--- src/rpc_map.svh ---
`ifndef RPC_MAP_SVH
`define RPC_MAP_SVH

// clock and timing
`define RPC_CLK_MHZ 100
`define RPC_LF_HZ 32000
`define RPC_LF_DIV ((`RPC_CLK_MHZ * 1000000) / `RPC_LF_HZ)
`define RPC_RST_MIN_US 1500
`define RPC_RST_MAX_US 4000
`define RPC_RST_MIN_CYC (`RPC_RST_MIN_US * `RPC_CLK_MHZ)
`define RPC_RST_MAX_CYC (`RPC_RST_MAX_US * `RPC_CLK_MHZ)
`define RPC_BREAK_TICKS 4
`define RPC_WDOG_HOLD_CYC 16

// register byte offsets
`define RPC_OFS_CTRL 8'h00
`define RPC_OFS_WDOG_LOAD 8'h04
`define RPC_OFS_WDOG_KICK 8'h08
`define RPC_OFS_DIR 8'h0C
`define RPC_OFS_OUT 8'h10
`define RPC_OFS_PD_STRONG 8'h14
`define RPC_OFS_IRQ_SEL 8'h18
`define RPC_OFS_WAKE_EN 8'h1C
`define RPC_OFS_STATUS 8'h20
`define RPC_OFS_MASK 8'h24
`define RPC_OFS_PIN_IN 8'h28
`define RPC_OFS_CAUSE 8'h2C
`define RPC_OFS_KEY 8'h30

// control fields
`define RPC_CTRL_CLKREQ_EN 0
`define RPC_CTRL_CLKREQ_SEL 1
`define RPC_CTRL_WDOG_EN 2
`define RPC_CTRL_W 3
`define RPC_CLOCK_REQUEST_ENABLE_KEY 32'h0000_0246

// clock request lines
`define RPC_CLKREQ_LINE_A 6
`define RPC_CLKREQ_LINE_B 2

// reset values
`define RPC_CTRL_RST 3'h0
`define RPC_WDOG_LOAD_RST 32'h00FF_FFFF

`endif

--- src/rpc_pkg.sv ---
package rpc_pkg;
    typedef enum logic {
        RPC_ST_HOLD,
        RPC_ST_RUN
    } rpc_state_e;

    typedef struct packed {
        logic wdog;
        logic brk;
        logic por;
        logic pin;
    } rpc_cause_s;
endpackage : rpc_pkg

--- src/rpc_filt_if.sv ---
interface rpc_filt_if;
    logic tick;
    logic raw;
    logic active;

    modport filt (input tick, input raw, output active);
    modport user (output tick, output raw, input active);
endinterface : rpc_filt_if

--- src/rpc_glitch_filter.sv ---
module rpc_glitch_filter import rpc_pkg::*; #(
    parameter int TICKS = 4
) (
    input wire logic clock,
    input wire logic reset_n,
    rpc_filt_if.filt f
);
    localparam int CW = $clog2(TICKS + 1);
    localparam logic [CW-1:0] FULL = CW'(TICKS);

    logic [CW-1:0] cnt_ff;
    logic active_ff;

    // counts slow ticks; any inactive sample restarts, so glitches never reach full
    always_ff @(posedge clock or negedge reset_n) begin
        if (!reset_n) begin
            cnt_ff <= '0;
        end else if (!f.raw) begin
            cnt_ff <= '0;
        end else if (f.tick && cnt_ff != FULL) begin
            cnt_ff <= cnt_ff + CW'(1);
        end
    end

    // release is immediate once the input goes inactive
    always_ff @(posedge clock or negedge reset_n) begin
        if (!reset_n) begin
            active_ff <= 1'b0;
        end else begin
            active_ff <= f.raw && f.tick && (cnt_ff == FULL - CW'(1) || cnt_ff == FULL) ||
                         f.raw && active_ff;
        end
    end

    assign f.active = active_ff;
endmodule : rpc_glitch_filter

--- src/rpc_reset_pio_ctrl.sv ---
// The implementer's own choices: the address map and the strobed register port.
`include "rpc_map.svh"

module rpc_reset_pio_ctrl import rpc_pkg::*; #(
    parameter int N_PIO = 16,
    parameter int LF_DIV = `RPC_LF_DIV,
    parameter int RST_MIN_CYC = `RPC_RST_MIN_CYC,
    parameter int RST_MAX_CYC = `RPC_RST_MAX_CYC,
    parameter int BREAK_TICKS = `RPC_BREAK_TICKS
) (
    input wire logic clock,
    input wire logic reset_n,
    input wire logic [7:0] reg_addr,
    input wire logic [31:0] reg_wdata,
    input wire logic reg_wr,
    input wire logic reg_rd,
    output logic [31:0] reg_rdata,
    input wire logic external_reset_pin_n,
    input wire logic power_low,
    input wire logic uart_rx,
    input wire logic deep_sleep,
    input wire logic clock_needed,
    input wire logic [N_PIO-1:0] programmable_io_line_in,
    output logic [N_PIO-1:0] programmable_io_line_out,
    output logic [N_PIO-1:0] programmable_io_line_oe_n,
    output logic [N_PIO-1:0] programmable_io_line_pd_strong,
    output logic [N_PIO-1:0] programmable_io_line_pd_weak,
    output logic sys_reset_n,
    output logic wake_req,
    output logic irq
);
    // extra tick covers the phase of the first sample against the tick
    localparam int FILT_TICKS = (RST_MIN_CYC + LF_DIV - 1) / LF_DIV + 1;
    localparam int DW = $clog2(LF_DIV);
    localparam logic [DW-1:0] DIV_LAST = DW'(LF_DIV - 1);
    localparam int HW = $clog2(`RPC_WDOG_HOLD_CYC + 1);
    localparam logic [HW-1:0] HOLD_LOAD = HW'(`RPC_WDOG_HOLD_CYC);
    localparam logic [N_PIO-1:0] LINE_A = N_PIO'(1) << `RPC_CLKREQ_LINE_A;
    localparam logic [N_PIO-1:0] LINE_B = N_PIO'(1) << `RPC_CLKREQ_LINE_B;

    rpc_filt_if pin_if ();
    rpc_filt_if brk_if ();

    logic [DW-1:0] lf_div_ff;
    logic lf_tick_ff;
    logic [`RPC_CTRL_W-1:0] ctrl_ff;
    logic [31:0] wdog_load_ff;
    logic [31:0] wdog_cnt_ff;
    logic [HW-1:0] wdog_hold_ff;
    logic [N_PIO-1:0] dir_ff;
    logic [N_PIO-1:0] out_ff;
    logic [N_PIO-1:0] strong_ff;
    logic [N_PIO-1:0] irq_sel_ff;
    logic [N_PIO-1:0] wake_en_ff;
    logic [N_PIO-1:0] status_ff;
    logic [N_PIO-1:0] mask_ff;
    logic [N_PIO-1:0] pio_in_q_ff;
    rpc_cause_s cause_ff;
    rpc_state_e state_ff;
    logic sys_reset_n_ff;
    logic [N_PIO-1:0] pio_out_ff;
    logic [N_PIO-1:0] pio_oe_n_ff;
    logic [N_PIO-1:0] pd_strong_ff;
    logic [N_PIO-1:0] pd_weak_ff;
    logic wake_ff;
    logic irq_ff;
    logic [31:0] rdata_ff;

    logic wdog_fire;
    logic wdog_active;
    logic rst_req;
    logic [N_PIO-1:0] pio_rise;
    logic [N_PIO-1:0] clkreq_mask;
    logic clkreq_level;
    logic [N_PIO-1:0] nxt_out;
    logic [N_PIO-1:0] nxt_oe_n;
    logic [31:0] nxt_rdata;
    rpc_cause_s src_now;

    // slow oscillator stand-in: one tick every LF_DIV clocks
    always_ff @(posedge clock or negedge reset_n) begin
        if (!reset_n) begin
            lf_div_ff <= '0;
            lf_tick_ff <= 1'b0;
        end else begin
            lf_div_ff <= (lf_div_ff == DIV_LAST) ? '0 : lf_div_ff + DW'(1);
            lf_tick_ff <= (lf_div_ff == DIV_LAST);
        end
    end

    assign pin_if.tick = lf_tick_ff;
    assign pin_if.raw = !external_reset_pin_n;
    assign brk_if.tick = lf_tick_ff;
    assign brk_if.raw = !uart_rx;

    rpc_glitch_filter #(.TICKS(FILT_TICKS)) u_pin_filt (
        .clock(clock),
        .reset_n(reset_n),
        .f(pin_if.filt)
    );

    // a line held low for several slow ticks is taken as a break character
    rpc_glitch_filter #(.TICKS(BREAK_TICKS)) u_brk_filt (
        .clock(clock),
        .reset_n(reset_n),
        .f(brk_if.filt)
    );

    // watchdog: reload on kick, fire when it runs out, then stretch the reset
    assign wdog_fire = ctrl_ff[`RPC_CTRL_WDOG_EN] && wdog_cnt_ff == 32'h0000_0000;
    assign wdog_active = wdog_fire || wdog_hold_ff != '0;

    always_ff @(posedge clock or negedge reset_n) begin
        if (!reset_n) begin
            wdog_cnt_ff <= `RPC_WDOG_LOAD_RST;
        end else if (rst_req || !ctrl_ff[`RPC_CTRL_WDOG_EN]) begin
            wdog_cnt_ff <= wdog_load_ff;
        end else if (reg_wr && reg_addr == `RPC_OFS_WDOG_KICK) begin
            wdog_cnt_ff <= wdog_load_ff;
        end else if (wdog_cnt_ff != 32'h0000_0000) begin
            wdog_cnt_ff <= wdog_cnt_ff - 32'h0000_0001;
        end
    end

    always_ff @(posedge clock or negedge reset_n) begin
        if (!reset_n) begin
            wdog_hold_ff <= '0;
        end else if (wdog_fire) begin
            wdog_hold_ff <= HOLD_LOAD;
        end else if (wdog_hold_ff != '0) begin
            wdog_hold_ff <= wdog_hold_ff - HW'(1);
        end
    end

    // any one source keeps the device in reset
    always_comb begin
        src_now.pin = pin_if.active;
        src_now.por = power_low;
        src_now.brk = brk_if.active;
        src_now.wdog = wdog_active;
    end
    assign rst_req = |src_now;

    always_ff @(posedge clock or negedge reset_n) begin
        if (!reset_n) begin
            state_ff <= RPC_ST_HOLD;
            sys_reset_n_ff <= 1'b0;
        end else begin
            state_ff <= rst_req ? RPC_ST_HOLD : RPC_ST_RUN;
            sys_reset_n_ff <= !rst_req;
        end
    end

    // reset cause survives the device reset; write one to clear, a new cause wins
    always_ff @(posedge clock or negedge reset_n) begin
        if (!reset_n) begin
            cause_ff <= '0;
        end else begin
            cause_ff <= (cause_ff & ~((reg_wr && reg_addr == `RPC_OFS_CAUSE) ? reg_wdata[3:0] : 4'h0))
                        | src_now;
        end
    end

    // configuration, returned to its defaults by every device reset
    always_ff @(posedge clock or negedge reset_n) begin
        if (!reset_n) begin
            ctrl_ff <= `RPC_CTRL_RST;
            wdog_load_ff <= `RPC_WDOG_LOAD_RST;
            dir_ff <= '0;
            out_ff <= '0;
            strong_ff <= '0;
            irq_sel_ff <= '0;
            wake_en_ff <= '0;
            mask_ff <= '0;
        end else if (rst_req) begin
            ctrl_ff <= `RPC_CTRL_RST;
            wdog_load_ff <= `RPC_WDOG_LOAD_RST;
            dir_ff <= '0;
            out_ff <= '0;
            strong_ff <= '0;
            irq_sel_ff <= '0;
            wake_en_ff <= '0;
            mask_ff <= '0;
        end else if (reg_wr) begin
            unique case (reg_addr)
                `RPC_OFS_CTRL: ctrl_ff <= reg_wdata[`RPC_CTRL_W-1:0];
                `RPC_OFS_WDOG_LOAD: wdog_load_ff <= reg_wdata;
                `RPC_OFS_DIR: dir_ff <= reg_wdata[N_PIO-1:0];
                `RPC_OFS_OUT: out_ff <= reg_wdata[N_PIO-1:0];
                `RPC_OFS_PD_STRONG: strong_ff <= reg_wdata[N_PIO-1:0];
                `RPC_OFS_IRQ_SEL: irq_sel_ff <= reg_wdata[N_PIO-1:0];
                `RPC_OFS_WAKE_EN: wake_en_ff <= reg_wdata[N_PIO-1:0];
                `RPC_OFS_MASK: mask_ff <= reg_wdata[N_PIO-1:0];
                default: ;
            endcase
        end
    end

    // interrupt events: rising edge on a selected line; set wins over clear
    assign pio_rise = programmable_io_line_in & ~pio_in_q_ff;

    always_ff @(posedge clock or negedge reset_n) begin
        if (!reset_n) begin
            pio_in_q_ff <= '0;
            status_ff <= '0;
        end else begin
            pio_in_q_ff <= programmable_io_line_in;
            if (rst_req) begin
                status_ff <= '0;
            end else begin
                status_ff <= (status_ff & ~((reg_wr && reg_addr == `RPC_OFS_STATUS) ? reg_wdata[N_PIO-1:0] : '0))
                             | (pio_rise & irq_sel_ff);
            end
        end
    end

    // clock request takes over the chosen line as an output
    assign clkreq_mask = !ctrl_ff[`RPC_CTRL_CLKREQ_EN] ? '0 :
                         ctrl_ff[`RPC_CTRL_CLKREQ_SEL] ? LINE_B : LINE_A;
    assign clkreq_level = clock_needed && !deep_sleep;

    always_comb begin
        nxt_out = (out_ff & ~clkreq_mask) | (clkreq_level ? clkreq_mask : '0);
        nxt_oe_n = ~(dir_ff | clkreq_mask);
        if (rst_req) begin
            nxt_out = '0;
            nxt_oe_n = '1;
        end
    end

    // pull-downs stay weak in reset; the strong choice only counts in run
    always_ff @(posedge clock or negedge reset_n) begin
        if (!reset_n) begin
            pio_out_ff <= '0;
            pio_oe_n_ff <= '1;
            pd_strong_ff <= '0;
            pd_weak_ff <= '1;
        end else begin
            pio_out_ff <= nxt_out;
            pio_oe_n_ff <= nxt_oe_n;
            pd_strong_ff <= rst_req ? '0 : strong_ff;
            pd_weak_ff <= rst_req ? '1 : ~strong_ff;
        end
    end

    always_ff @(posedge clock or negedge reset_n) begin
        if (!reset_n) begin
            wake_ff <= 1'b0;
            irq_ff <= 1'b0;
        end else begin
            wake_ff <= !rst_req && deep_sleep && |(programmable_io_line_in & wake_en_ff);
            irq_ff <= |(status_ff & mask_ff);
        end
    end

    // read mux; unmapped addresses read zero
    always_comb begin
        nxt_rdata = 32'h0000_0000;
        unique case (reg_addr)
            `RPC_OFS_CTRL: nxt_rdata = 32'(ctrl_ff);
            `RPC_OFS_WDOG_LOAD: nxt_rdata = wdog_load_ff;
            `RPC_OFS_WDOG_KICK: nxt_rdata = wdog_cnt_ff;
            `RPC_OFS_DIR: nxt_rdata = 32'(dir_ff);
            `RPC_OFS_OUT: nxt_rdata = 32'(out_ff);
            `RPC_OFS_PD_STRONG: nxt_rdata = 32'(strong_ff);
            `RPC_OFS_IRQ_SEL: nxt_rdata = 32'(irq_sel_ff);
            `RPC_OFS_WAKE_EN: nxt_rdata = 32'(wake_en_ff);
            `RPC_OFS_STATUS: nxt_rdata = 32'(status_ff);
            `RPC_OFS_MASK: nxt_rdata = 32'(mask_ff);
            `RPC_OFS_PIN_IN: nxt_rdata = 32'(programmable_io_line_in);
            `RPC_OFS_CAUSE: nxt_rdata = 32'(cause_ff);
            `RPC_OFS_KEY: nxt_rdata = `RPC_CLOCK_REQUEST_ENABLE_KEY;
            default: nxt_rdata = 32'h0000_0000;
        endcase
    end

    always_ff @(posedge clock or negedge reset_n) begin
        if (!reset_n) begin
            rdata_ff <= 32'h0000_0000;
        end else begin
            rdata_ff <= reg_rd ? nxt_rdata : 32'h0000_0000;
        end
    end

    assign reg_rdata = rdata_ff;
    assign sys_reset_n = sys_reset_n_ff;
    assign programmable_io_line_out = pio_out_ff;
    assign programmable_io_line_oe_n = pio_oe_n_ff;
    assign programmable_io_line_pd_strong = pd_strong_ff;
    assign programmable_io_line_pd_weak = pd_weak_ff;
    assign wake_req = wake_ff;
    assign irq = irq_ff;

    // helper: how long the pin has been held low without a break
    logic [31:0] low_cnt_ff;
    always_ff @(posedge clock or negedge reset_n) begin
        if (!reset_n) begin
            low_cnt_ff <= 32'h0000_0000;
        end else begin
            low_cnt_ff <= external_reset_pin_n ? 32'h0000_0000 : low_cnt_ff + 32'h0000_0001;
        end
    end
endmodule : rpc_reset_pio_ctrl

--- config.mk ---
export PLATFORM = sky130hd
export DESIGN_NAME = rpc_reset_pio_ctrl
export DESIGN_NICKNAME = d
export VERILOG_FILES = /design/src/rpc_pkg.sv /design/src/rpc_filt_if.sv /design/src/rpc_glitch_filter.sv /design/src/rpc_reset_pio_ctrl.sv
export VERILOG_INCLUDE_DIRS = /design/src
export SDC_FILE = /design/constraint.sdc
export NUM_CORES = 1
export LEC_CHECK = 0
export BUFFER_PORTS_ARGS = -buffer_cell sky130_fd_sc_hd__buf_2
export CORE_UTILIZATION = 45
export DETAILED_ROUTE_END_ITERATION = 12
export HOLD_SLACK_MARGIN = 0.1
export SYNTH_ARGS = -nofsm -noshare
export SYNTH_HDL_FRONTEND = slang
export SYNTH_SLANG_ARGS = --single-unit
--- constraint.sdc ---
create_clock -name clock -period 2.65 [get_ports clock]
set_input_delay 0.6625 -clock clock [delete_from_list [all_inputs] [get_ports clock]]
set_output_delay 0.6625 -clock clock [all_outputs]
set_load 0.005 [all_outputs]
# ---- After elaboration in Yosys (flattened, before gate mapping)
# Index checks and enable logic that the tools add are counted.
dict set report word_totals {
  ram_bits 0
  in_bits 65
  elab_cells 171
  output_inout_bits 99
  rom_bits 0
  ff_bits 327
  n_memories 0
  latch_bits 0
}
dict set report classes {
  add_sub_neg 5
  magnitude_cmp 0
  eq_ne 19
  n_div 0
  bitwise 17
  n_reduce_logical 54
  shifts 0
  n_mux 46
  multipliers 0
}
# operator n
set op_table {}
lappend op_table {{$pmux 32 s13} 1}
lappend op_table {{$mux 16} 24}
lappend op_table {{$mux 32} 7}
lappend op_table {{$and 16x16->16} 6}
lappend op_table {{$not 16->16} 4}
lappend op_table {{$eq 8x6->1 const B} 5}
lappend op_table {{$eq 8x5->1 const B} 4}
lappend op_table {{$logic_not 32->1} 1}
lappend op_table {{$or 16x7->16} 2}
lappend op_table {{$reduce_bool 32->1} 1}
lappend op_table {{$reduce_or 16->1} 2}
lappend op_table {{$sub 32x1->32 const B} 1}
lappend op_table {{$reduce_bool 2->1} 12}
lappend op_table {{$mux 7} 3}
lappend op_table {{$eq 8x4->1 const B} 2}
lappend op_table {{$not 7->16} 1}
lappend op_table {{$or 16x16->16} 1}
lappend op_table {{$reduce_and 2->1} 8}
lappend op_table {{$logic_and 1x1->1} 15}
lappend op_table {{$mux 3} 5}
lappend op_table {{$add 12x1->12 const B} 1}
lappend op_table {{$eq 12x12->1 const B} 1}
lappend op_table {{$eq 6x6->1 const B} 2}
lappend op_table {{$mux 12} 1}
lappend op_table {{20 further kinds} 31}

# ---- Depth between registers and ports, before layout
dict set report depth {
  depth_word 7
  depth_mapped 11
}

# ---- Cells and area by module
# From an unflattened synthesis, not the netlist that was laid out.
dict set report hier_totals {
  hier_cells 1496
  area_unflattened_um2 14772.9
}
# mod cells_each n_inst area_each_um2
set modules_own_cells {}
lappend modules_own_cells {rpc_reset_pio_ctrl 1431 1 14111.0}
lappend modules_own_cells {{rpc_glitch_filter at u_pin_filt} 43 1 430.4}
lappend modules_own_cells {{rpc_glitch_filter at u_brk_filt} 22 1 231.5}

# ---- Worst setup path before layout
# No wires, ideal clock.
dict set report synth_timing {
  path_type {input to register}
  start {input port reg_addr[4]}
  end {register wdog_load_ff[10]}
  setup_slack_ns 0.244
  setup_time_ns 0.100
  t_arrival_ns 2.306
  stages 10
  path_cell_list {buf_2 > nor4_1 > buf_2 > and2_1 > buf_2 > nand2_1 > clkbuf_1 > clkbuf_1 > nand2_1 > o211ai_1}
}
dict set report synth_between {
  elab_chain_len 3
}
# item line_no
set synth_lines {}
lappend synth_lines {{from (decl)} rpc_reset_pio_ctrl.sv:13} ;# input wire logic [7:0] reg_addr,
lappend synth_lines {{$eq 8x3->1} rpc_reset_pio_ctrl.sv:185} ;# unique case (reg_addr)
lappend synth_lines {{$reduce_bool 2->1 (no line)} n/a}
lappend synth_lines {{$reduce_and 2->1 (no line)} n/a}
lappend synth_lines {{to (signal assigned)} rpc_reset_pio_ctrl.sv:168} ;# wdog_load_ff <= `RPC_WDOG_LOAD_RST;
lappend synth_lines {{to (signal assigned)} rpc_reset_pio_ctrl.sv:177} ;# wdog_load_ff <= `RPC_WDOG_LOAD_RST;
lappend synth_lines {{to (signal assigned)} rpc_reset_pio_ctrl.sv:187} ;# `RPC_OFS_WDOG_LOAD: wdog_load_ff <= reg_wdata;
lappend synth_lines {{to (decl)} rpc_reset_pio_ctrl.sv:47} ;# logic [31:0] wdog_load_ff;
# No other way between the ends.
# A chain may end at the register's enable or synchronous reset.

# ---- Worst setup path after layout
dict set report layout_timing {
  start {register wdog_cnt_ff[1]}
  end {register pio_out_ff[6] (netlist: programmable_io_line_out[6])}
}
dict set report layout_between {
  elab_chain_len 5
}
# item line_no
set layout_lines {}
lappend layout_lines {{from (decl)} rpc_reset_pio_ctrl.sv:48} ;# logic [31:0] wdog_cnt_ff;
lappend layout_lines {{from (signal assigned)} rpc_reset_pio_ctrl.sv:115} ;# wdog_cnt_ff <= `RPC_WDOG_LOAD_RST;
lappend layout_lines {{from (signal assigned)} rpc_reset_pio_ctrl.sv:117} ;# wdog_cnt_ff <= wdog_load_ff;
lappend layout_lines {{from (signal assigned)} rpc_reset_pio_ctrl.sv:119} ;# wdog_cnt_ff <= wdog_load_ff;
lappend layout_lines {{$logic_not 32->1} rpc_reset_pio_ctrl.sv:110} ;# assign wdog_fire = ctrl_ff[`RPC_CTRL_WDOG_EN] && wdog_cnt_ff == 32'h0000_0000;
lappend layout_lines {{$logic_and 1x1->1} rpc_reset_pio_ctrl.sv:110}
lappend layout_lines {{$logic_or 1x1->1} rpc_reset_pio_ctrl.sv:111} ;# assign wdog_active = wdog_fire || wdog_hold_ff != '0;
lappend layout_lines {{$reduce_or 4->1} rpc_reset_pio_ctrl.sv:142} ;# assign rst_req = |src_now;
lappend layout_lines {{$mux 16} rpc_reset_pio_ctrl.sv:225} ;# if (rst_req) begin
lappend layout_lines {{via nxt_out[6]} rpc_reset_pio_ctrl.sv:75} ;# logic [N_PIO-1:0] nxt_out;
lappend layout_lines {{to (signal assigned)} rpc_reset_pio_ctrl.sv:239} ;# pio_out_ff <= nxt_out;
lappend layout_lines {{to (decl)} rpc_reset_pio_ctrl.sv:61} ;# logic [N_PIO-1:0] pio_out_ff;
# The timed path passes the listed nets, and every way through them passes these cells.

==> results.md <==
- Status: finished clean
- Num rows: 65
- Area grow syn2layout: 21.5%
- Buf+Inv Stages, Crit Path: 3
- Routed Antenna Nets: 0
- Finished Cell Area: 17500 µm²
- Final HPWL DP: 36000 µm
- Global-route wire length before repair: 73300 µm
- WP depth: 9
- Routed len/inst: 23.5 µm
- Layout Nets: 1745
- Hold Buf Count CTS: 0
- Largest net degree at the start of global routing: 70
- Clock tree buffer depth: 3
- Layout filler cell count: 2872
- Rel. slew slack: 0.569
- Vias in the first global route: 11526
- Max-cap viol count: 0
- Post-synthesis area per instance: 9.95 µm²
- CTS tree: built
- DRC Markers: 0
- Synth Cell Area: 14400 µm²
- Total CTS buffers: 36
- Max Clock Skew: 0.0215 ns
- CP max stage delay: 0.52 ns
- Clock transition at path regs: 0.06 ns
- Worst skew pair latency: 0.52 ns
- Final setup violation count: 0
- Worst setup EP type: flop
- Cell taking the most area after synthesis: dfrtp_1
- Final Non-Filler Cells: 2098
- Share of layout cells above drive strength 1: 0.253
- PD cells: 589 nW/µm²
- Ys async rst share: 1.00
- Primary FF master, synth: dfrtp_1
- HP Class: in -> async
- Crit path max-delay family: simple AND/OR/NAND/NOR gates
- Via Count: 12160
- Final min period: 2.55 ns
- Chip width: 181 µm
- Grt total ovfl: 0
- CP Max Fanout: 39
- Dpl cells: 2032
- Syn nets: 1525
- Synth top area share: 0.428
- Routability congestion estimate from global placement: 0.994
- Post-CTS sizing: 0
- Initial DRC count: 1253
- Synth unique cells: 67
- Synth Warn #: 0
- Fmax: 0.392 GHz
- Starting density of the core: 0.457
- CP Cell Sequence: inv_1, ha_1, or4b_1, nor4_4, nand4_1, nand3_4, buf_4, buf_12, nor2_1
- Pre-Repair DR Iteration Count: 8
- Post-DR vias/cell: 5.80
- Post-synthesis sequential area ratio: 0.574
- H-tree depth reported by CTS: 2
- Yosys reg bits: 327
- Initial antenna violation count: 0
- Drt total wl: 49300 µm
- Placed cell areas: 16400 µm²
- Root Buffer: clkbuf_16
- Clock Sinks: 327
- Worst setup SP type: flop
- Most frequent cell after synthesis: nand2_1
- Core area: 31600 µm²
- Io pins: 164
- Final setup TNS: 0 ns
- Mapped Cells: 1450
- Top cells by count, synth: nand2_1 (333), dfrtp_1 (247), a21oi_1 (145)
- Final worst-path cycle share: 0.962
- DIE AREA: 32800 µm²
- Hold Vio Cnt, Final: 0
- Total GRT Usage: 0.301
- P_leak: 7.80 nW
- Setup Crit Path Kind: reg -> reg
- Worst-margin pin slew: 0.646 ns
- Slew Limit Fails: 0
- # port buffers: 163
- EDFF count, synth: 0
- # diodes: 0
- CP arrival: 2.94 ns
- Required time worst endpoint: 3.04 ns
- Worst path slowest cell: or4b_1
- R2R depth: 9
- Peak supply drop: 0.469 mV
- Overall die height: 181 µm
- Top cells by area, synth: dfrtp_1 (43%), dfstp_2 (15%), nand2_1 (8.7%)
-- repair_timing --
action,CTS,global route
hold endpoints to repair,0,0
setup buffers,0,1
setup endpoints to repair,0,48
-- layout by cell type, fill, tap and decap left out, drive strengths merged, types with 9 or more instances in the layout --
master	Yosys	final
nand3	34	34
and3	16	16
nor2	66	66
a22oi	41	41
a22o	24	24
mux2i	9	9
dfstp	80	80
inv	29	29
a222oi	14	14
nand3b	16	16
nor3	19	19
dfrtp	247	247
a221oi	14	14
and2	40	40
nor4	12	12
nand4	13	13
o211ai	19	19
xnor2	20	20
nand2	333	333
clkbuf	51	55
clkinv	0	9
ha	10	10
xor2	25	25
buf	40	272
o21ai	57	57
a21oi	145	145
-- registers in the layout, indices dropped and copies added (netlist names), 3 cells and up --
register,cells
programmable_io_line_pd_weak,16
cause_ff,4
reg_rdata,32
status_ff,16
lf_div_ff,12
strong_ff,16
programmable_io_line_out,16
wdog_load_ff,32
programmable_io_line_oe_n,16
u_brk_filt.cnt_ff,3
pio_in_q_ff,16
wdog_cnt_ff,32
programmable_io_line_pd_strong,16
u_pin_filt.cnt_ff,6
out_ff,16
dir_ff,16
wake_en_ff,16
wdog_hold_ff,5
ctrl_ff,3
irq_sel_ff,16
mask_ff,16
-- report_power, final --
group          leakage, nW  total [mW]  switching (mW)  internal, mW
Sequential            4.22        5.03          0.0120          5.02
Clock                0.560        4.80            2.01          2.79
Combinational         3.02       0.501           0.362         0.138
Total                 7.80        10.3            2.38          7.95
-- per-layer routing --
layer	vias to the layer above	share of wire	global-route usage
met5	-	0	0
met4	0	0.035	0.104
met3	102	0.11	0.0849
met2	590	0.43	0.429
met1	5964	0.43	0.437
li1	5504	-	-
-- path summary, 6_finish.rpt --
path	start	end	slack, ns
max in group asynchronous	reset_n	programmable_io_line_oe_n[15]$_DFF_PN1_	1.73
hold / removal	reset_n	wdog_load_ff[26]$_DFFE_PN0P_	0.14
setup reg to reg	wdog_cnt_ff[1]$_DFFE_PN1P_	programmable_io_line_out[6]$_DFF_PN0_	0.1
setup / recovery	wdog_cnt_ff[1]$_DFFE_PN1P_	programmable_io_line_out[6]$_DFF_PN0_	0.1
min in group clock	programmable_io_line_in[1]	pio_in_q_ff[1]$_DFF_PN0_	0.32
hold reg to reg	strong_ff[5]$_DFFE_PN0P_	programmable_io_line_pd_weak[5]$_DFF_PN1_	0.46
-- per-stage QoR --
step           worst slack, ns  hold WS (ns)  total power [mW]  utilization
4_1_cts                  0.100         0.153              10.4        0.555
3_5_place_dp           -0.0427         0.453              5.61        0.519
2_1_floorplan            0.244         0.367              5.25            -
5_1_grt               -0.00584         0.172              10.6        0.556
3_3_place_gp            0.0603         0.446              5.61        0.519
6_report                0.0997         0.141              10.3        0.556
-- kinds of logic (layout without fill, tap and decap cells) --
group,count (synthesis),after routing,synth area share
AOI/OAI and AO/OA,347,347,0.152
xor gates and xnor gates,45,45,0.0273
adders and majority gates,10,10,0.00867
buffers and inverters,120,366,0.0370
DFF,327,327,0.574
muxes,13,13,0.0101
and+or+nand+nor,588,588,0.191
-- worst reg2reg max path: cells and delay by family, from the launching register on --
kind	cells	cell delay, ns
fa+ha+maj	1	0.20
flops	1	0.40
buf+inv	3	0.56
simple gates	5	1.28
-- final cells by class --
| cell class | instances | area [µm²] | area share |
|---|---|---|---|
| inverter | 29 | 109 | 0.00621 |
| sequential | 327 | 8280 | 0.472 |
| tap | 402 | 503 | 0.0287 |
| clock buffer | 54 | 1070 | 0.0610 |
| clock inverter | 10 | 60.1 | 0.00342 |
| multi-input combinational | 1003 | 5640 | 0.322 |
| timing repair buffer | 273 | 1870 | 0.107 |
Note: power is estimated with default switching activity, not from simulation.
